$ cat src/hdl/ppfm_pkg.sv
// package for the port pin function mux: register map, field positions, resets
// assumes a single 100 MHz clock domain and a plain strobe register port
package ppfm_pkg;

  // ==========================================================
  // register offsets (byte addresses, word aligned)
  localparam logic [7:0] ADDR_PA_OUT     = 8'h00;
  localparam logic [7:0] ADDR_PA_DIR     = 8'h04;
  localparam logic [7:0] ADDR_PA_PULLUP  = 8'h08;
  localparam logic [7:0] ADDR_PA_INEN    = 8'h0c;
  localparam logic [7:0] ADDR_PA_IN      = 8'h10;
  localparam logic [7:0] ADDR_PB_OUT     = 8'h14;
  localparam logic [7:0] ADDR_PB_DIR     = 8'h18;
  localparam logic [7:0] ADDR_PB_PULLUP  = 8'h1c;
  localparam logic [7:0] ADDR_PB_PULLDN  = 8'h20;
  localparam logic [7:0] ADDR_PB_INEN    = 8'h24;
  localparam logic [7:0] ADDR_PB_IN      = 8'h28;
  localparam logic [7:0] ADDR_ALT_SEL    = 8'h2c;
  localparam logic [7:0] ADDR_IRQ_CFG    = 8'h30;
  localparam logic [7:0] ADDR_ANA_SEL    = 8'h34;

  // ==========================================================
  // covered pins and pull-down capable pins
  localparam logic [7:0] PA_MASK   = 8'h09;
  localparam logic [7:0] PB_MASK   = 8'hfc;
  localparam logic [7:0] PB_PD_MSK = 8'h48;

  // ==========================================================
  // alternate select fields
  localparam int ALT_T2_PA3 = 0;
  localparam int ALT_T2_PB4 = 1;
  localparam int ALT_T2_PB2 = 2;
  localparam int ALT_T3_PB7 = 3;
  localparam int ALT_T3_PB6 = 4;
  localparam int ALT_T3_PB5 = 5;
  localparam int ALT_CMP_PA0 = 6;

  // irq config: bit0 source (0 pa0, 1 pb5), bits2:1 edge mode
  localparam int IRQ_SRC_BIT = 0;
  localparam logic [1:0] EDGE_BOTH = 2'h0;
  localparam logic [1:0] EDGE_RISE = 2'h1;
  localparam logic [1:0] EDGE_FALL = 2'h2;

  // analog selector codes; 4-bit adc channel, 3-bit comparator source
  localparam logic [3:0] ADC_CH_PA3 = 4'h8;
  localparam logic [3:0] ADC_CH_PA0 = 4'ha;
  localparam logic [2:0] CMP_SRC_PA3 = 3'h0;
  localparam logic [2:0] CMP_SRC_PB6 = 3'h4;
  localparam logic [2:0] CMP_SRC_PB7 = 3'h5;

  // ==========================================================
  // reset values
  localparam logic [7:0] RST_ZERO = 8'h00;
  localparam logic [7:0] RST_INEN = 8'hff;

  typedef struct packed {
    logic [7:0] out;
    logic [7:0] oe;
    logic [7:0] pu;
    logic [7:0] pd;
  } ppfm_pad_t;

  typedef struct packed {
    logic [7:0] addr;
    logic [7:0] wdata;
    logic       wr;
    logic       rd;
  } ppfm_bus_t;

endpackage : ppfm_pkg

$ cat src/hdl/ppfm_top.sv
// port pin function mux for port a bits 0,3 and port b bits 2..7
// assumes synchronous pad inputs and a master that never both-strobes
// Functional notes
// - each pin is software input or push-pull output with optional pull-up
// - port b bits 6 and 3 also offer an independent pull-down
// - clearing port a enable bit 3 kills its input and wake-up
// - clearing port b enable bits 2..7 kills input and wake-up
// - clearing port a enable bit 0 blocks wake-up from that pin
// - port a bit 0 feeds interrupt line zero, edge selectable
// - port b bit 5 is alternate source of line zero, same edges
// - timer two pwm routes to port a bit 3, port b bits 4 and 2
// - timer three pwm routes to port b bits 7, 6 and 5
// - port a bit 0 may drive the comparator result
// - comparator negative select 0,4,5 maps to pa3, pb6, pb7
// - adc channel 8 pa3, 10 pa0, 2..7 to port b bits
//
// Implementation choices: the address-and-strobe port and the register addresses.
`timescale 1ns/1ps
`default_nettype none

module ppfm_top (
  input  wire logic                 clk,
  input  wire logic                 srst,
  input  wire ppfm_pkg::ppfm_bus_t  bus,
  output var  logic [7:0]           rdata,
  input  wire logic [7:0]           pa_pad_in,
  input  wire logic [7:0]           pb_pad_in,
  output var  ppfm_pkg::ppfm_pad_t  pa_pad,
  output var  ppfm_pkg::ppfm_pad_t  pb_pad,
  input  wire logic                 timer_two_pwm_out,
  input  wire logic                 timer_three_pwm_out,
  input  wire logic                 comparator_result_out,
  output var  logic                 ext_irq_line_zero,
  output var  logic                 wake_req,
  output var  logic                 adc_pin_sel,
  output var  logic [7:0]           adc_pa_conn,
  output var  logic [7:0]           adc_pb_conn,
  output var  logic [7:0]           cmp_pa_conn,
  output var  logic [7:0]           cmp_pb_conn
);

  // ==========================================================
  // registers
  logic [7:0] pa_out_q, pa_dir_q, pa_pu_q, pa_inen_q;
  logic [7:0] pb_out_q, pb_dir_q, pb_pu_q, pb_pd_q, pb_inen_q;
  logic [7:0] alt_q;
  logic [2:0] irq_cfg_q;
  logic [7:0] ana_q;
  logic [7:0] pa_in_q, pb_in_q;
  logic [7:0] pa_in_d, pb_in_d;
  logic       irq_src_q;
  logic       irq_src_d;

  always_ff @(posedge clk)
  begin
    if (srst)
    begin
      pa_out_q  <= ppfm_pkg::RST_ZERO;
      pa_dir_q  <= ppfm_pkg::RST_ZERO;
      pa_pu_q   <= ppfm_pkg::RST_ZERO;
      pa_inen_q <= ppfm_pkg::RST_INEN & ppfm_pkg::PA_MASK;
      pb_out_q  <= ppfm_pkg::RST_ZERO;
      pb_dir_q  <= ppfm_pkg::RST_ZERO;
      pb_pu_q   <= ppfm_pkg::RST_ZERO;
      pb_pd_q   <= ppfm_pkg::RST_ZERO;
      pb_inen_q <= ppfm_pkg::RST_INEN & ppfm_pkg::PB_MASK;
      alt_q     <= ppfm_pkg::RST_ZERO;
      irq_cfg_q <= 3'h0;
      ana_q     <= ppfm_pkg::RST_ZERO;
    end
    else if (bus.wr)
    begin
      // unmapped writes are dropped; uncovered bits stay zero
      unique case (bus.addr)
        ppfm_pkg::ADDR_PA_OUT:    pa_out_q  <= bus.wdata & ppfm_pkg::PA_MASK;
        ppfm_pkg::ADDR_PA_DIR:    pa_dir_q  <= bus.wdata & ppfm_pkg::PA_MASK;
        ppfm_pkg::ADDR_PA_PULLUP: pa_pu_q   <= bus.wdata & ppfm_pkg::PA_MASK;
        ppfm_pkg::ADDR_PA_INEN:   pa_inen_q <= bus.wdata & ppfm_pkg::PA_MASK;
        ppfm_pkg::ADDR_PB_OUT:    pb_out_q  <= bus.wdata & ppfm_pkg::PB_MASK;
        ppfm_pkg::ADDR_PB_DIR:    pb_dir_q  <= bus.wdata & ppfm_pkg::PB_MASK;
        ppfm_pkg::ADDR_PB_PULLUP: pb_pu_q   <= bus.wdata & ppfm_pkg::PB_MASK;
        ppfm_pkg::ADDR_PB_PULLDN: pb_pd_q   <= bus.wdata & ppfm_pkg::PB_PD_MSK;
        ppfm_pkg::ADDR_PB_INEN:   pb_inen_q <= bus.wdata & ppfm_pkg::PB_MASK;
        ppfm_pkg::ADDR_ALT_SEL:   alt_q     <= {1'b0, bus.wdata[6:0]};
        ppfm_pkg::ADDR_IRQ_CFG:   irq_cfg_q <= bus.wdata[2:0];
        ppfm_pkg::ADDR_ANA_SEL:   ana_q     <= bus.wdata;
        default:                  ;
      endcase
    end
  end

  // ==========================================================
  // read port, data one cycle after the strobe
  always_ff @(posedge clk)
  begin
    if (srst)
      rdata <= 8'h00;
    else if (bus.rd)
    begin
      unique case (bus.addr)
        ppfm_pkg::ADDR_PA_OUT:    rdata <= pa_out_q;
        ppfm_pkg::ADDR_PA_DIR:    rdata <= pa_dir_q;
        ppfm_pkg::ADDR_PA_PULLUP: rdata <= pa_pu_q;
        ppfm_pkg::ADDR_PA_INEN:   rdata <= pa_inen_q;
        ppfm_pkg::ADDR_PA_IN:     rdata <= pa_in_q;
        ppfm_pkg::ADDR_PB_OUT:    rdata <= pb_out_q;
        ppfm_pkg::ADDR_PB_DIR:    rdata <= pb_dir_q;
        ppfm_pkg::ADDR_PB_PULLUP: rdata <= pb_pu_q;
        ppfm_pkg::ADDR_PB_PULLDN: rdata <= pb_pd_q;
        ppfm_pkg::ADDR_PB_INEN:   rdata <= pb_inen_q;
        ppfm_pkg::ADDR_PB_IN:     rdata <= pb_in_q;
        ppfm_pkg::ADDR_ALT_SEL:   rdata <= alt_q;
        ppfm_pkg::ADDR_IRQ_CFG:   rdata <= {5'h00, irq_cfg_q};
        ppfm_pkg::ADDR_ANA_SEL:   rdata <= ana_q;
        default:                  rdata <= 8'h00;
      endcase
    end
    else
      rdata <= 8'h00;
  end

  // ==========================================================
  // gated input buffer
  // gate with enables
  assign pa_in_d = pa_pad_in & pa_inen_q & ppfm_pkg::PA_MASK;
  assign pb_in_d = pb_pad_in & pb_inen_q & ppfm_pkg::PB_MASK;

  always_ff @(posedge clk)
  begin
    if (srst)
    begin
      pa_in_q <= 8'h00;
      pb_in_q <= 8'h00;
    end
    else
    begin
      pa_in_q <= pa_in_d;
      pb_in_q <= pb_in_d;
    end
  end

  // ==========================================================
  // wake-up on any toggle of an enabled pin
  // disabled pins read zero both cycles, so no toggle
  always_ff @(posedge clk)
  begin
    if (srst)
      wake_req <= 1'b0;
    else
      wake_req <= |((pa_in_d ^ pa_in_q) | (pb_in_d ^ pb_in_q));
  end

  // ==========================================================
  // external interrupt line zero
  // source select, then edge detect
  assign irq_src_d = irq_cfg_q[ppfm_pkg::IRQ_SRC_BIT] ? pb_in_d[5] : pa_in_d[0];

  always_ff @(posedge clk)
  begin
    if (srst)
      irq_src_q <= 1'b0;
    else
      irq_src_q <= irq_src_d;
  end

  always_ff @(posedge clk)
  begin
    if (srst)
      ext_irq_line_zero <= 1'b0;
    else
    begin
      // switching source may give one edge; software should mask first
      unique case (irq_cfg_q[2:1])
        ppfm_pkg::EDGE_RISE: ext_irq_line_zero <= irq_src_d & ~irq_src_q;
        ppfm_pkg::EDGE_FALL: ext_irq_line_zero <= ~irq_src_d & irq_src_q;
        default:             ext_irq_line_zero <= irq_src_d ^ irq_src_q;
      endcase
    end
  end

  // ==========================================================
  // pad drivers with alternate outputs
  logic [7:0] pa_alt_en, pb_alt_en, pa_alt_val, pb_alt_val;

  always_comb
  begin
    pa_alt_en  = 8'h00;
    pb_alt_en  = 8'h00;
    pa_alt_val = 8'h00;
    pb_alt_val = 8'h00;
    pa_alt_en[3]  = alt_q[ppfm_pkg::ALT_T2_PA3];
    pa_alt_val[3] = timer_two_pwm_out;
    pb_alt_en[4]  = alt_q[ppfm_pkg::ALT_T2_PB4];
    pb_alt_val[4] = timer_two_pwm_out;
    pb_alt_en[2]  = alt_q[ppfm_pkg::ALT_T2_PB2];
    pb_alt_val[2] = timer_two_pwm_out;
    pb_alt_en[7]  = alt_q[ppfm_pkg::ALT_T3_PB7];
    pb_alt_val[7] = timer_three_pwm_out;
    pb_alt_en[6]  = alt_q[ppfm_pkg::ALT_T3_PB6];
    pb_alt_val[6] = timer_three_pwm_out;
    pb_alt_en[5]  = alt_q[ppfm_pkg::ALT_T3_PB5];
    pb_alt_val[5] = timer_three_pwm_out;
    pa_alt_en[0]  = alt_q[ppfm_pkg::ALT_CMP_PA0];
    pa_alt_val[0] = comparator_result_out;
  end

  // alternate functions override the gpio driver
  always_ff @(posedge clk)
  begin
    if (srst)
    begin
      pa_pad <= '0;
      pb_pad <= '0;
    end
    else
    begin
      pa_pad.out <= (pa_alt_en & pa_alt_val) | (~pa_alt_en & pa_out_q);
      pa_pad.oe  <= pa_alt_en | pa_dir_q;
      pa_pad.pu  <= pa_pu_q & ~(pa_alt_en | pa_dir_q);
      pa_pad.pd  <= 8'h00;
      pb_pad.out <= (pb_alt_en & pb_alt_val) | (~pb_alt_en & pb_out_q);
      pb_pad.oe  <= pb_alt_en | pb_dir_q;
      pb_pad.pu  <= pb_pu_q & ~(pb_alt_en | pb_dir_q);
      pb_pad.pd  <= pb_pd_q & ~(pb_alt_en | pb_dir_q);
    end
  end

  // ==========================================================
  // analog switch select: ana_q[3:0] adc channel, [6:4] cmp source, [7] adc on
  // software should clear input enable for pins selected here
  always_ff @(posedge clk)
  begin
    if (srst)
    begin
      adc_pin_sel <= 1'b0;
      adc_pa_conn <= 8'h00;
      adc_pb_conn <= 8'h00;
      cmp_pa_conn <= 8'h00;
      cmp_pb_conn <= 8'h00;
    end
    else
    begin
      adc_pin_sel    <= ana_q[7];
      adc_pa_conn    <= 8'h00;
      adc_pb_conn    <= 8'h00;
      adc_pa_conn[3] <= ana_q[7] && ana_q[3:0] == ppfm_pkg::ADC_CH_PA3;
      adc_pa_conn[0] <= ana_q[7] && ana_q[3:0] == ppfm_pkg::ADC_CH_PA0;
      for (int i = 2; i < 8; i++)
        adc_pb_conn[i] <= ana_q[7] && ana_q[3:0] == 4'(i);
      cmp_pa_conn    <= 8'h00;
      cmp_pb_conn    <= 8'h00;
      cmp_pa_conn[3] <= ana_q[6:4] == ppfm_pkg::CMP_SRC_PA3;
      cmp_pb_conn[6] <= ana_q[6:4] == ppfm_pkg::CMP_SRC_PB6;
      cmp_pb_conn[7] <= ana_q[6:4] == ppfm_pkg::CMP_SRC_PB7;
    end
  end

  // ==========================================================
  // checks
  // gated input reads low
  gated_low_a: assert property (@(posedge clk) disable iff (srst)
    !pa_inen_q[3] |=> !pa_in_q[3]) else $error("disabled pa3 input not low");
  pb_gate_a: assert property (@(posedge clk) disable iff (srst)
    (pb_inen_q == 8'h00) |=> (pb_in_q == 8'h00)) else $error("pb input not gated");
  pa0_wake_a: assert property (@(posedge clk) disable iff (srst)
    (!pa_inen_q[0] && $stable(pa_inen_q) && pb_in_d == pb_in_q && pa_in_d[3] == pa_in_q[3])
    |=> !wake_req) else $error("wake from disabled pin");
  rise_irq_a: assert property (@(posedge clk) disable iff (srst)
    (irq_cfg_q == 3'h2 && $rose(pa_in_d[0])) |=> ext_irq_line_zero)
    else $error("missed rising edge");
  alt_src_a: assert property (@(posedge clk) disable iff (srst)
    (irq_cfg_q == 3'h1 && pb_in_d[5] != pb_in_q[5]) |=> ext_irq_line_zero)
    else $error("alt source edge missed");
  t2_route_a: assert property (@(posedge clk) disable iff (srst)
    alt_q[ppfm_pkg::ALT_T2_PB4] |=> (pb_pad.oe[4] && pb_pad.out[4] == $past(timer_two_pwm_out)))
    else $error("timer two not on pb4");
  t3_route_a: assert property (@(posedge clk) disable iff (srst)
    alt_q[ppfm_pkg::ALT_T3_PB7] |=> (pb_pad.out[7] == $past(timer_three_pwm_out)))
    else $error("timer three not on pb7");
  cmp_out_a: assert property (@(posedge clk) disable iff (srst)
    alt_q[ppfm_pkg::ALT_CMP_PA0] |=> (pa_pad.out[0] == $past(comparator_result_out)))
    else $error("comparator not on pa0");
  cmp_map_a: assert property (@(posedge clk) disable iff (srst)
    (ana_q[6:4] == 3'h4) |=> (cmp_pb_conn == 8'h40 && cmp_pa_conn == 8'h00))
    else $error("comparator map wrong");
  adc_map_a: assert property (@(posedge clk) disable iff (srst)
    (ana_q == 8'h8a) |=> (adc_pa_conn == 8'h01 && adc_pb_conn == 8'h00))
    else $error("adc channel 10 map wrong");
  pulldn_a: assert property (@(posedge clk) disable iff (srst)
    (pb_pad.pd & ~ppfm_pkg::PB_PD_MSK) == 8'h00) else $error("pull-down on wrong pin");


  // ==========================================================
  // pad, wake, irq and map checks beyond the basic set
  // pull-up off while driving
  pu_drive_off_a: assert property (@(posedge clk) disable iff (srst)
    ((pa_pad.pu & pa_pad.oe) == 8'h00 && (pb_pad.pu & pb_pad.oe) == 8'h00))
    else $error("pull-up on while driving");
  gpio_drive_a: assert property (@(posedge clk) disable iff (srst)
    (!alt_q[ppfm_pkg::ALT_T2_PB4] && pb_dir_q[4]) |=> (pb_pad.oe[4] && pb_pad.out[4] == $past(pb_out_q[4])))
    else $error("gpio drive on pb4 wrong");
  pd_drive_off_a: assert property (@(posedge clk) disable iff (srst)
    (pb_pad.pd & pb_pad.oe) == 8'h00) else $error("pull-down on while driving");
  pb_wake_off_a: assert property (@(posedge clk) disable iff (srst)
    (pb_inen_q == 8'h00 && $stable(pb_inen_q) && pa_in_d == pa_in_q) |=> !wake_req)
    else $error("wake from disabled port b");
  fall_irq_a: assert property (@(posedge clk) disable iff (srst)
    (irq_cfg_q == 3'h4 && $stable(irq_cfg_q) && $fell(pa_in_d[0])) |=> ext_irq_line_zero)
    else $error("missed falling edge");
  t2_pa3_a: assert property (@(posedge clk) disable iff (srst)
    alt_q[ppfm_pkg::ALT_T2_PA3] |=> (pa_pad.oe[3] && pa_pad.out[3] == $past(timer_two_pwm_out)))
    else $error("timer two not on pa3");
  adc_pb_map_a: assert property (@(posedge clk) disable iff (srst)
    (ana_q == 8'h85) |=> (adc_pb_conn == 8'h20 && adc_pa_conn == 8'h00))
    else $error("adc channel 5 map wrong");

  irq_alt_c: cover property (@(posedge clk) ext_irq_line_zero && irq_cfg_q[ppfm_pkg::IRQ_SRC_BIT]);
  adc_on_c: cover property (@(posedge clk) adc_pin_sel && adc_pb_conn != 8'h00);
  irq_seen_c: cover property (@(posedge clk) ext_irq_line_zero);
  wake_seen_c: cover property (@(posedge clk) wake_req);
  pwm_pa3_c: cover property (@(posedge clk) pa_pad.oe[3] && alt_q[ppfm_pkg::ALT_T2_PA3]);

endmodule // ppfm_top

`default_nettype wire

$ cat config.mk
export PLATFORM = sky130hd
export DESIGN_NAME = ppfm_top
export DESIGN_NICKNAME = d
export VERILOG_FILES = /design/src/hdl/ppfm_pkg.sv /design/src/hdl/ppfm_top.sv
export SDC_FILE = /design/constraint.sdc
export NUM_CORES = 1
export LEC_CHECK = 0
export ABC_AREA = 0
export CORE_ASPECT_RATIO = 0.7
export CORE_MARGIN = 2
export CORE_UTILIZATION = 32
export DETAILED_ROUTE_END_ITERATION = 8
export DONT_BUFFER_PORTS = 1
export PLACE_DENSITY = 0.51
export SYNTH_ARGS = -nofsm -noshare
export SYNTH_HDL_FRONTEND = slang
export SYNTH_SLANG_ARGS = --single-unit
$ cat constraint.sdc
create_clock -name clk -period 4.4 [get_ports clk]
set_input_delay 0.22 -clock clk [delete_from_list [all_inputs] [get_ports clk]]
set_output_delay 0.22 -clock clk [all_outputs]
set_load 0.1 [all_outputs]
==> impl_metrics.toml, run 1 <==
[power_and_ir_drop]
vdd_drop_max_uv = 158.7
power.density_mw_per_mm2 = 423.6
total_power_w = 0.002181
p_leak_nw = 2.203

[sta]
finalCritPeriodShare = 0.3513
drv_slew = 0
rsz0062_at_grt = "false"
slew-limit-headroom = 0.3391
setup_viol = 0
max_clock_freq_mhz = 646.9
setup_tns_ns = 0
fin_skew_ns = 0.004839
period_needed_ns = 1.546
hold_viol = 0
worst_pin_slew_ns = 0.9900

[die]
dieHeight_um = 107.4
rows = 37
die_w_um = 151.7
dieArea_mm2 = 0.01630
start_util = 0.3301
core_mm2 = 0.01481
ios = 146

[critical_path]
path_max_fanout = 1
reg2reg_to = "ext_irq_line_zero"
reg2reg_slack_ns = 2.90
cp.arrival_ns = 1.33
reg2reg_depth = 7
required_ns = 4.18
r2r-start = "pa_inen_q[0]"
cp-start-kind = "flop"
setup.worst_path.end_class = "output pin"
critPathKind = "reg2out"

[route]
vias = 3399
drt_iter0_markers = 311
drt-total-wl_um = 12910
firstDrtPassIters = 5
drt-vias-per-instance = 4.905
antenna_left = 0
wl_per_cell_um = 18.63
drc = 0

[worst_hold_path]
whs_endpoint = "alt_q[4]"
min_path_cells = 2
worstHoldStart = "bus[6]"
hp-class = "in2reg"

[synthesis]
ys_seq_area_frac = 0.4463
ys_ff_latch = 109
async_flop_share = 0
synth-warning-count = 0
syn_area_per_cell_um2 = 9.663
synthFlopType = "dfxtp_1"
synth_edf_count = 0
synth_area_mm2 = 0.004890
ys_types = 48
postSynthCellCount = 506

[job]
max_cap_violations = 0

[global_routing]
grt_pass1_vias = 3063
grt_usage = 0.1606
grt-ovfl-total = 0
grt_pass1_wl_um = 19080
grt_max_degree = 92
antenna_found_initial = 0

[placement]
place_hpwl_um = 9300
place_congestion = 0.8544
port-buffer-count = 0

[clock_tree]
numCtsBuffers = 9
cts_num_sinks = 109
h-tree-depth = 3
cts_resized = 0
clk_latency_ns = 0.35
clk_path_buf_depth = 2
clkTransAtPathRegs_ns = 0.07
cts_tree = "built"
cts_setup_buffers = 0
cts_root_buf = "clkbuf_16"

[final_layout]
area_growth_pct = 5.297
diodes = 0
drive_above_1_share = 0.07430
fin_nets = 536
regArea_mm2 = 0.002182
multi_input_area_mm2 = 0.002321
fillers = 1528

[run_status]
status = "finished, final reports clean"
## synthesized netlist by cell type (5+ instances only)
master | instances | area [um2]
a211o_1 | 8 | 70.07
a21oi_1 | 6 | 30.03
a22o_1 | 11 | 96.34
a32oi_1 | 7 | 61.31
buf_2 | 5 | 25.02
buf_4 | 62 | 465.5
clkbuf_1 | 15 | 56.30
dfxtp_1 | 109 | 2182
inv_1 | 11 | 41.29
mux2_2 | 8 | 90.09
mux2i_1 | 54 | 540.5
nand2_1 | 13 | 48.80
nand3_1 | 13 | 65.06
nand3_2 | 5 | 50.05
nor2_1 | 92 | 345.3
nor2b_1 | 10 | 62.56
nor3_1 | 6 | 30.03
nor3b_1 | 7 | 52.55
nor4b_1 | 8 | 70.07
xnor2_1 | 8 | 70.07
## area by class of cell
| cell class | count | area share |
|---|---|---|
| Sequential cell | 109 | 0.4238 |
| Timing Repair Buffer | 2 | 0.006804 |
| Tap cell | 195 | 0.04739 |
| Inverter | 11 | 0.008019 |
| Clock inverter | 5 | 0.01604 |
| Clock buffer | 11 | 0.04714 |
| Multi-Input combinational cell | 360 | 0.4508 |
## worst max path at each step
stage,start,endpoint,slack [ns],depth (start not counted)
final,pa_pad[24],pa_pad[24],2.85,0
after global routing,bus[17],rdata[3],2.70,3
after CTS,pa_pad[24],pa_pad[24],2.85,0
after detailed placement,bus[13],pb_inen_q[4],2.62,3
after global placement,bus[17],rdata[3],2.60,3
after floorplan,bus[11],pb_inen_q[2],2.85,5
## logic make-up after synthesis
family                   share of synthesized area
buffers and inverters                       0.1236
XOR/XNOR                                   0.01433
multiplexers                                0.1336
AND/OR/NAND/NOR                             0.1975
flip-flops                                  0.4463
adder cells (fa/ha/maj)                    0.01024
other                                    0.0007669
AO/OA/AOI/OAI                              0.07370
## flip-flops by register name, summed over array words and instances, names as in the netlist, 3 cells and up
register     flops
pb_inen_q        6
pb_out_q         6
ana_q            8
alt_q            7
irq_cfg_q        3
pb_dir_q         6
pa_pad           6
pb_pu_q          6
rdata            8
adc_pb_conn      6
pb_in_q          6
pb_pad          20
## layout by cell type (no fill, tap or decap), drive strengths merged, types with 2 or more instances in the layout
cell | netlist | layout
nor4b | 11 | 11
nor3 | 6 | 6
a22o | 11 | 11
a31oi | 4 | 4
mux2i | 54 | 54
a21o | 2 | 2
bufinv | 0 | 2
ha | 4 | 4
nand3 | 18 | 18
nor3b | 7 | 7
clkinv | 0 | 2
a32oi | 7 | 7
a2bb2oi | 2 | 2
a211o | 8 | 8
and3 | 3 | 3
clkbuf | 16 | 11
nand2 | 13 | 13
nand3b | 2 | 2
inv | 11 | 12
mux2 | 8 | 8
nor2b | 10 | 10
xnor2 | 8 | 8
dfxtp | 109 | 109
and2 | 4 | 4
conb | 1 | 59
and4 | 2 | 2
nor2 | 92 | 92
buf | 68 | 2
nor4 | 6 | 6
o21ai | 2 | 2
a21oi | 6 | 6
## report_power, final
group	switching [W]	total [W]	internal (W)
logic	0.000258	0.000287	0.0000290
registers	0.0000201	0.00101	0.000993
clock network	0.000364	0.000881	0.000517
total	0.000642	0.00218	0.00154
## repair_timing
| action | 4_1_cts | 5_1_grt |
|---|---|---|
| endpoints found under the setup margin | 0 | 0 |
| hold buffers | 1 | 0 |
| endpoints found under the hold margin | 91 | 0 |
## per-stage QoR
| stage | setup slack [ns] | instances | utilization | hold WS, ns | area [um2] |
|---|---|---|---|---|---|
| 2_1_floorplan | 2.852 | 564 | - | 0.3104 | 5107 |
| 3_3_place_gp | 2.603 | 676 | 0.3237 | 0.3047 | 4796 |
| 3_5_place_dp | 2.619 | 676 | 0.3237 | 0.3055 | 4796 |
| 4_1_cts | 2.846 | 693 | 0.3476 | 0.01122 | 5149 |
| 5_1_grt | 2.702 | 693 | 0.3476 | 0.01041 | 5149 |
| 6_report | 2.854 | 693 | 0.3476 | 0.01502 | 5149 |
## per-layer routing
layer	up-vias	global-route usage	wire (um)
met5	-	0	0
met4	0	0.03505	97
met3	9	0.06653	1313
met2	138	0.2120	5191
met1	1646	0.2388	6310
li1	1606	-	-
Power figures use the tool's default switching activity.
==> run 2, diff against run 1 <==
--- a/config.mk
+++ b/config.mk
@@ -11,7 +11,7 @@
 export CORE_UTILIZATION = 32
 export DETAILED_ROUTE_END_ITERATION = 8
 export DONT_BUFFER_PORTS = 1
-export PLACE_DENSITY = 0.51
+export PLACE_DENSITY = 0.52
 export SYNTH_ARGS = -nofsm -noshare
 export SYNTH_HDL_FRONTEND = slang
 export SYNTH_SLANG_ARGS = --single-unit
==> constraint.sdc (replaced) <==
create_clock -name clk -period 1.4 [get_ports clk]
set_input_delay 0.07 -clock clk [delete_from_list [all_inputs] [get_ports clk]]
set_output_delay 0.07 -clock clk [all_outputs]
set_load 0.1 [all_outputs]
==> run 2 against run 1 <==
  * Sequential share of layout area fell by 7.5 points
  * Clock power grew to 2.9 times the previous value
  * Combinational power rose to 3.8 times the previous value
  * The flow now finishes with violations (hold timing)
  * Critical path type is now in2reg
  * Non-clock buffer count is 125 higher
  * Register-to-register slack worse by 2.9 ns
  * Flip-flop and latch count stayed put
  * Critical endpoint is now rdata[0]
==> impl_metrics.toml, run 2 (synthesis results as in run 1) <==
[die]
die_w_um = 151.7
start_util = 0.3301
ios = 146
dieHeight_um = 107.4
core_mm2 = 0.01481
dieArea_mm2 = 0.01630
rows = 37

[placement]
place_hpwl_um = 9746
port-buffer-count = 0
placed_area_mm2 = 0.005364
place_congestion = 0.8988

[critical_path]
path_max_fanout = 21
critPathKind = "in2reg"
required_ns = 1.66
cp.arrival_ns = 1.64
setup.worst_path.end_class = "flop"
reg2reg_depth = 4
r2r-start = "alt_q[4]"
reg2reg_slack_ns = 0.04
cp-start-kind = "input pin"
reg2reg_to = "pb_pad[30]"

[route]
wl_per_cell_um = 17.71
drt_iter0_markers = 302
antenna_left = 0
met1_length_um = 7013
vias = 3929
drc = 0
drt-total-wl_um = 14480
dr_wl_met3_um = 1234
dr.max_layer_used = "met4"
drt-vias-per-instance = 4.803
met2_length_um = 6093
firstDrtPassIters = 4

[worst_hold_path]
whs_endpoint = "irq_src_q"
min_path_cells = 2
hp-class = "in2reg"
worstHoldStart = "pb_pad_in[5]"

[final_layout]
fillers = 1468
largest-register = "pb_pad"
largest_reg_flops = 20
final_common_cell = "dfxtp_1"
drive_above_1_share = 0.1990
design_area_mm2 = 0.006282
multi_input_area_mm2 = 0.002392
diodes = 0
area_growth_pct = 28.48
top_regs = "pb_pad: 20 flops, ana_q: 8 flops, rdata: 8 flops"
fin_nets = 661
regArea_mm2 = 0.002190
layout_common_cells = "dfxtp_1, nor2_1, buf_4, conb_1, mux2i_1"

[power_and_ir_drop]
swShare = 0.3056
power_switching_w = 0.002071
power.internal_w = 0.004705
combPwrFrac = 0.159
p_leak_nw = 2.894
pwr-share-clk = 0.378
vdd_drop_max_uv = 621.2
power.density_mw_per_mm2 = 1079
p_seq_frac = 0.462

[sta]
hold_viol = 1
worst_pin_slew_ns = 0.5205
setup_tns_ns = 0
fin_skew_ns = 0.006875
rsz0062_at_grt = "false"
holdWs_ns = -0.05867
slew-limit-headroom = 0.6523
finalCritPeriodShare = 0.9820
max_clock_freq_mhz = 727.4
setup_viol = 0
drv_slew = 0
period_needed_ns = 1.375

[global_routing]
antenna_found_initial = 1
grt_pass1_wl_um = 21440
grt_pass1_vias = 3717
grt-ovfl-total = 0
grt_usage = 0.1772
grt_max_degree = 62

[clock_tree]
cts_num_sinks = 109
cts_root_buf = "clkbuf_16"
clk_latency_ns = 0.35
numCtsBuffers = 9
clk_path_buf_depth = 2
cts_tree = "built"
clkTransAtPathRegs_ns = 0.07
h-tree-depth = 3

[run_status]
violations = "hold timing"
status = "complete, but fails checks"

[job]
max_cap_violations = 0
[run 2: what timing repair did]
item,4_1_cts,5_1_grt
pin swaps,0,2
hold buffers,52,2
resized for setup,1,17
setup endpoints to repair,1,15
endpoints found under the hold margin,96,2
buffers inserted,0,0
[run 2: worst max-delay path: stages]
cell	delay, ns
dlygate4sd3_1	0.57
nor2_1	0.16
dlygate4sd3_1	0.59
nand3_1	0.08
a31oi_1	0.17
[run 2: stage by stage]
stage / std cells / power, W / setup slack, ns / utilization
3_3_place_gp: 750 / 0.004134 / 0.03491 / 0.3621
3_5_place_dp: 750 / 0.004135 / 0.01705 / 0.3621
6_report: 818 / 0.006776 / 0.02525 / 0.4241
5_1_grt: 818 / 0.007014 / 0.005706 / 0.4241
2_1_floorplan: 564 / 0.004271 / 0.001940 / -
4_1_cts: 818 / 0.006831 / 0.01286 / 0.4189
[run 2: cell type report]
cell class              count  share of cell area
flip-flops and latches    109              0.3485
multi-input cells         360              0.3808
well taps                 195             0.03884
inverters                  11            0.006572
repair buffers            127              0.1779
clock inverters             5             0.01036
clock buffers              11             0.03704
[run 2: layer usage]
metal | vias up | global-route usage
li1 | 1859 | -
met1 | 1909 | 0.2554
met2 | 145 | 0.2568
met3 | 16 | 0.05424
met4 | 0 | 0.04299
met5 | - | 0
[run 2: how the worst max path moves through the flow]
stage | start | end | slack, ns | cells after the start
global route | pa_in_q[3] | rdata[3] | 0.006 | 4
CTS | alt_q[3] | pb_pad[31] | 0.01 | 3
global placement | pa_in_q[3] | rdata[3] | 0.03 | 4
floorplan | bus[11] | pb_inen_q[2] | 0.002 | 5
finish | bus[15] | rdata[0] | 0.03 | 5
detailed placement | pa_inen_q[0] | ext_irq_line_zero | 0.02 | 7
[run 2: power groups by stage]
stage          combinational (W)  clock [W]  sequential, W
6_report                 0.00108    0.00256        0.00313
5_1_grt                  0.00111    0.00277        0.00313
4_1_cts                  0.00106    0.00264        0.00313
3_5_place_dp            0.000928          0        0.00321
3_3_place_gp            0.000927          0        0.00321
2_1_floorplan            0.00102          0        0.00325
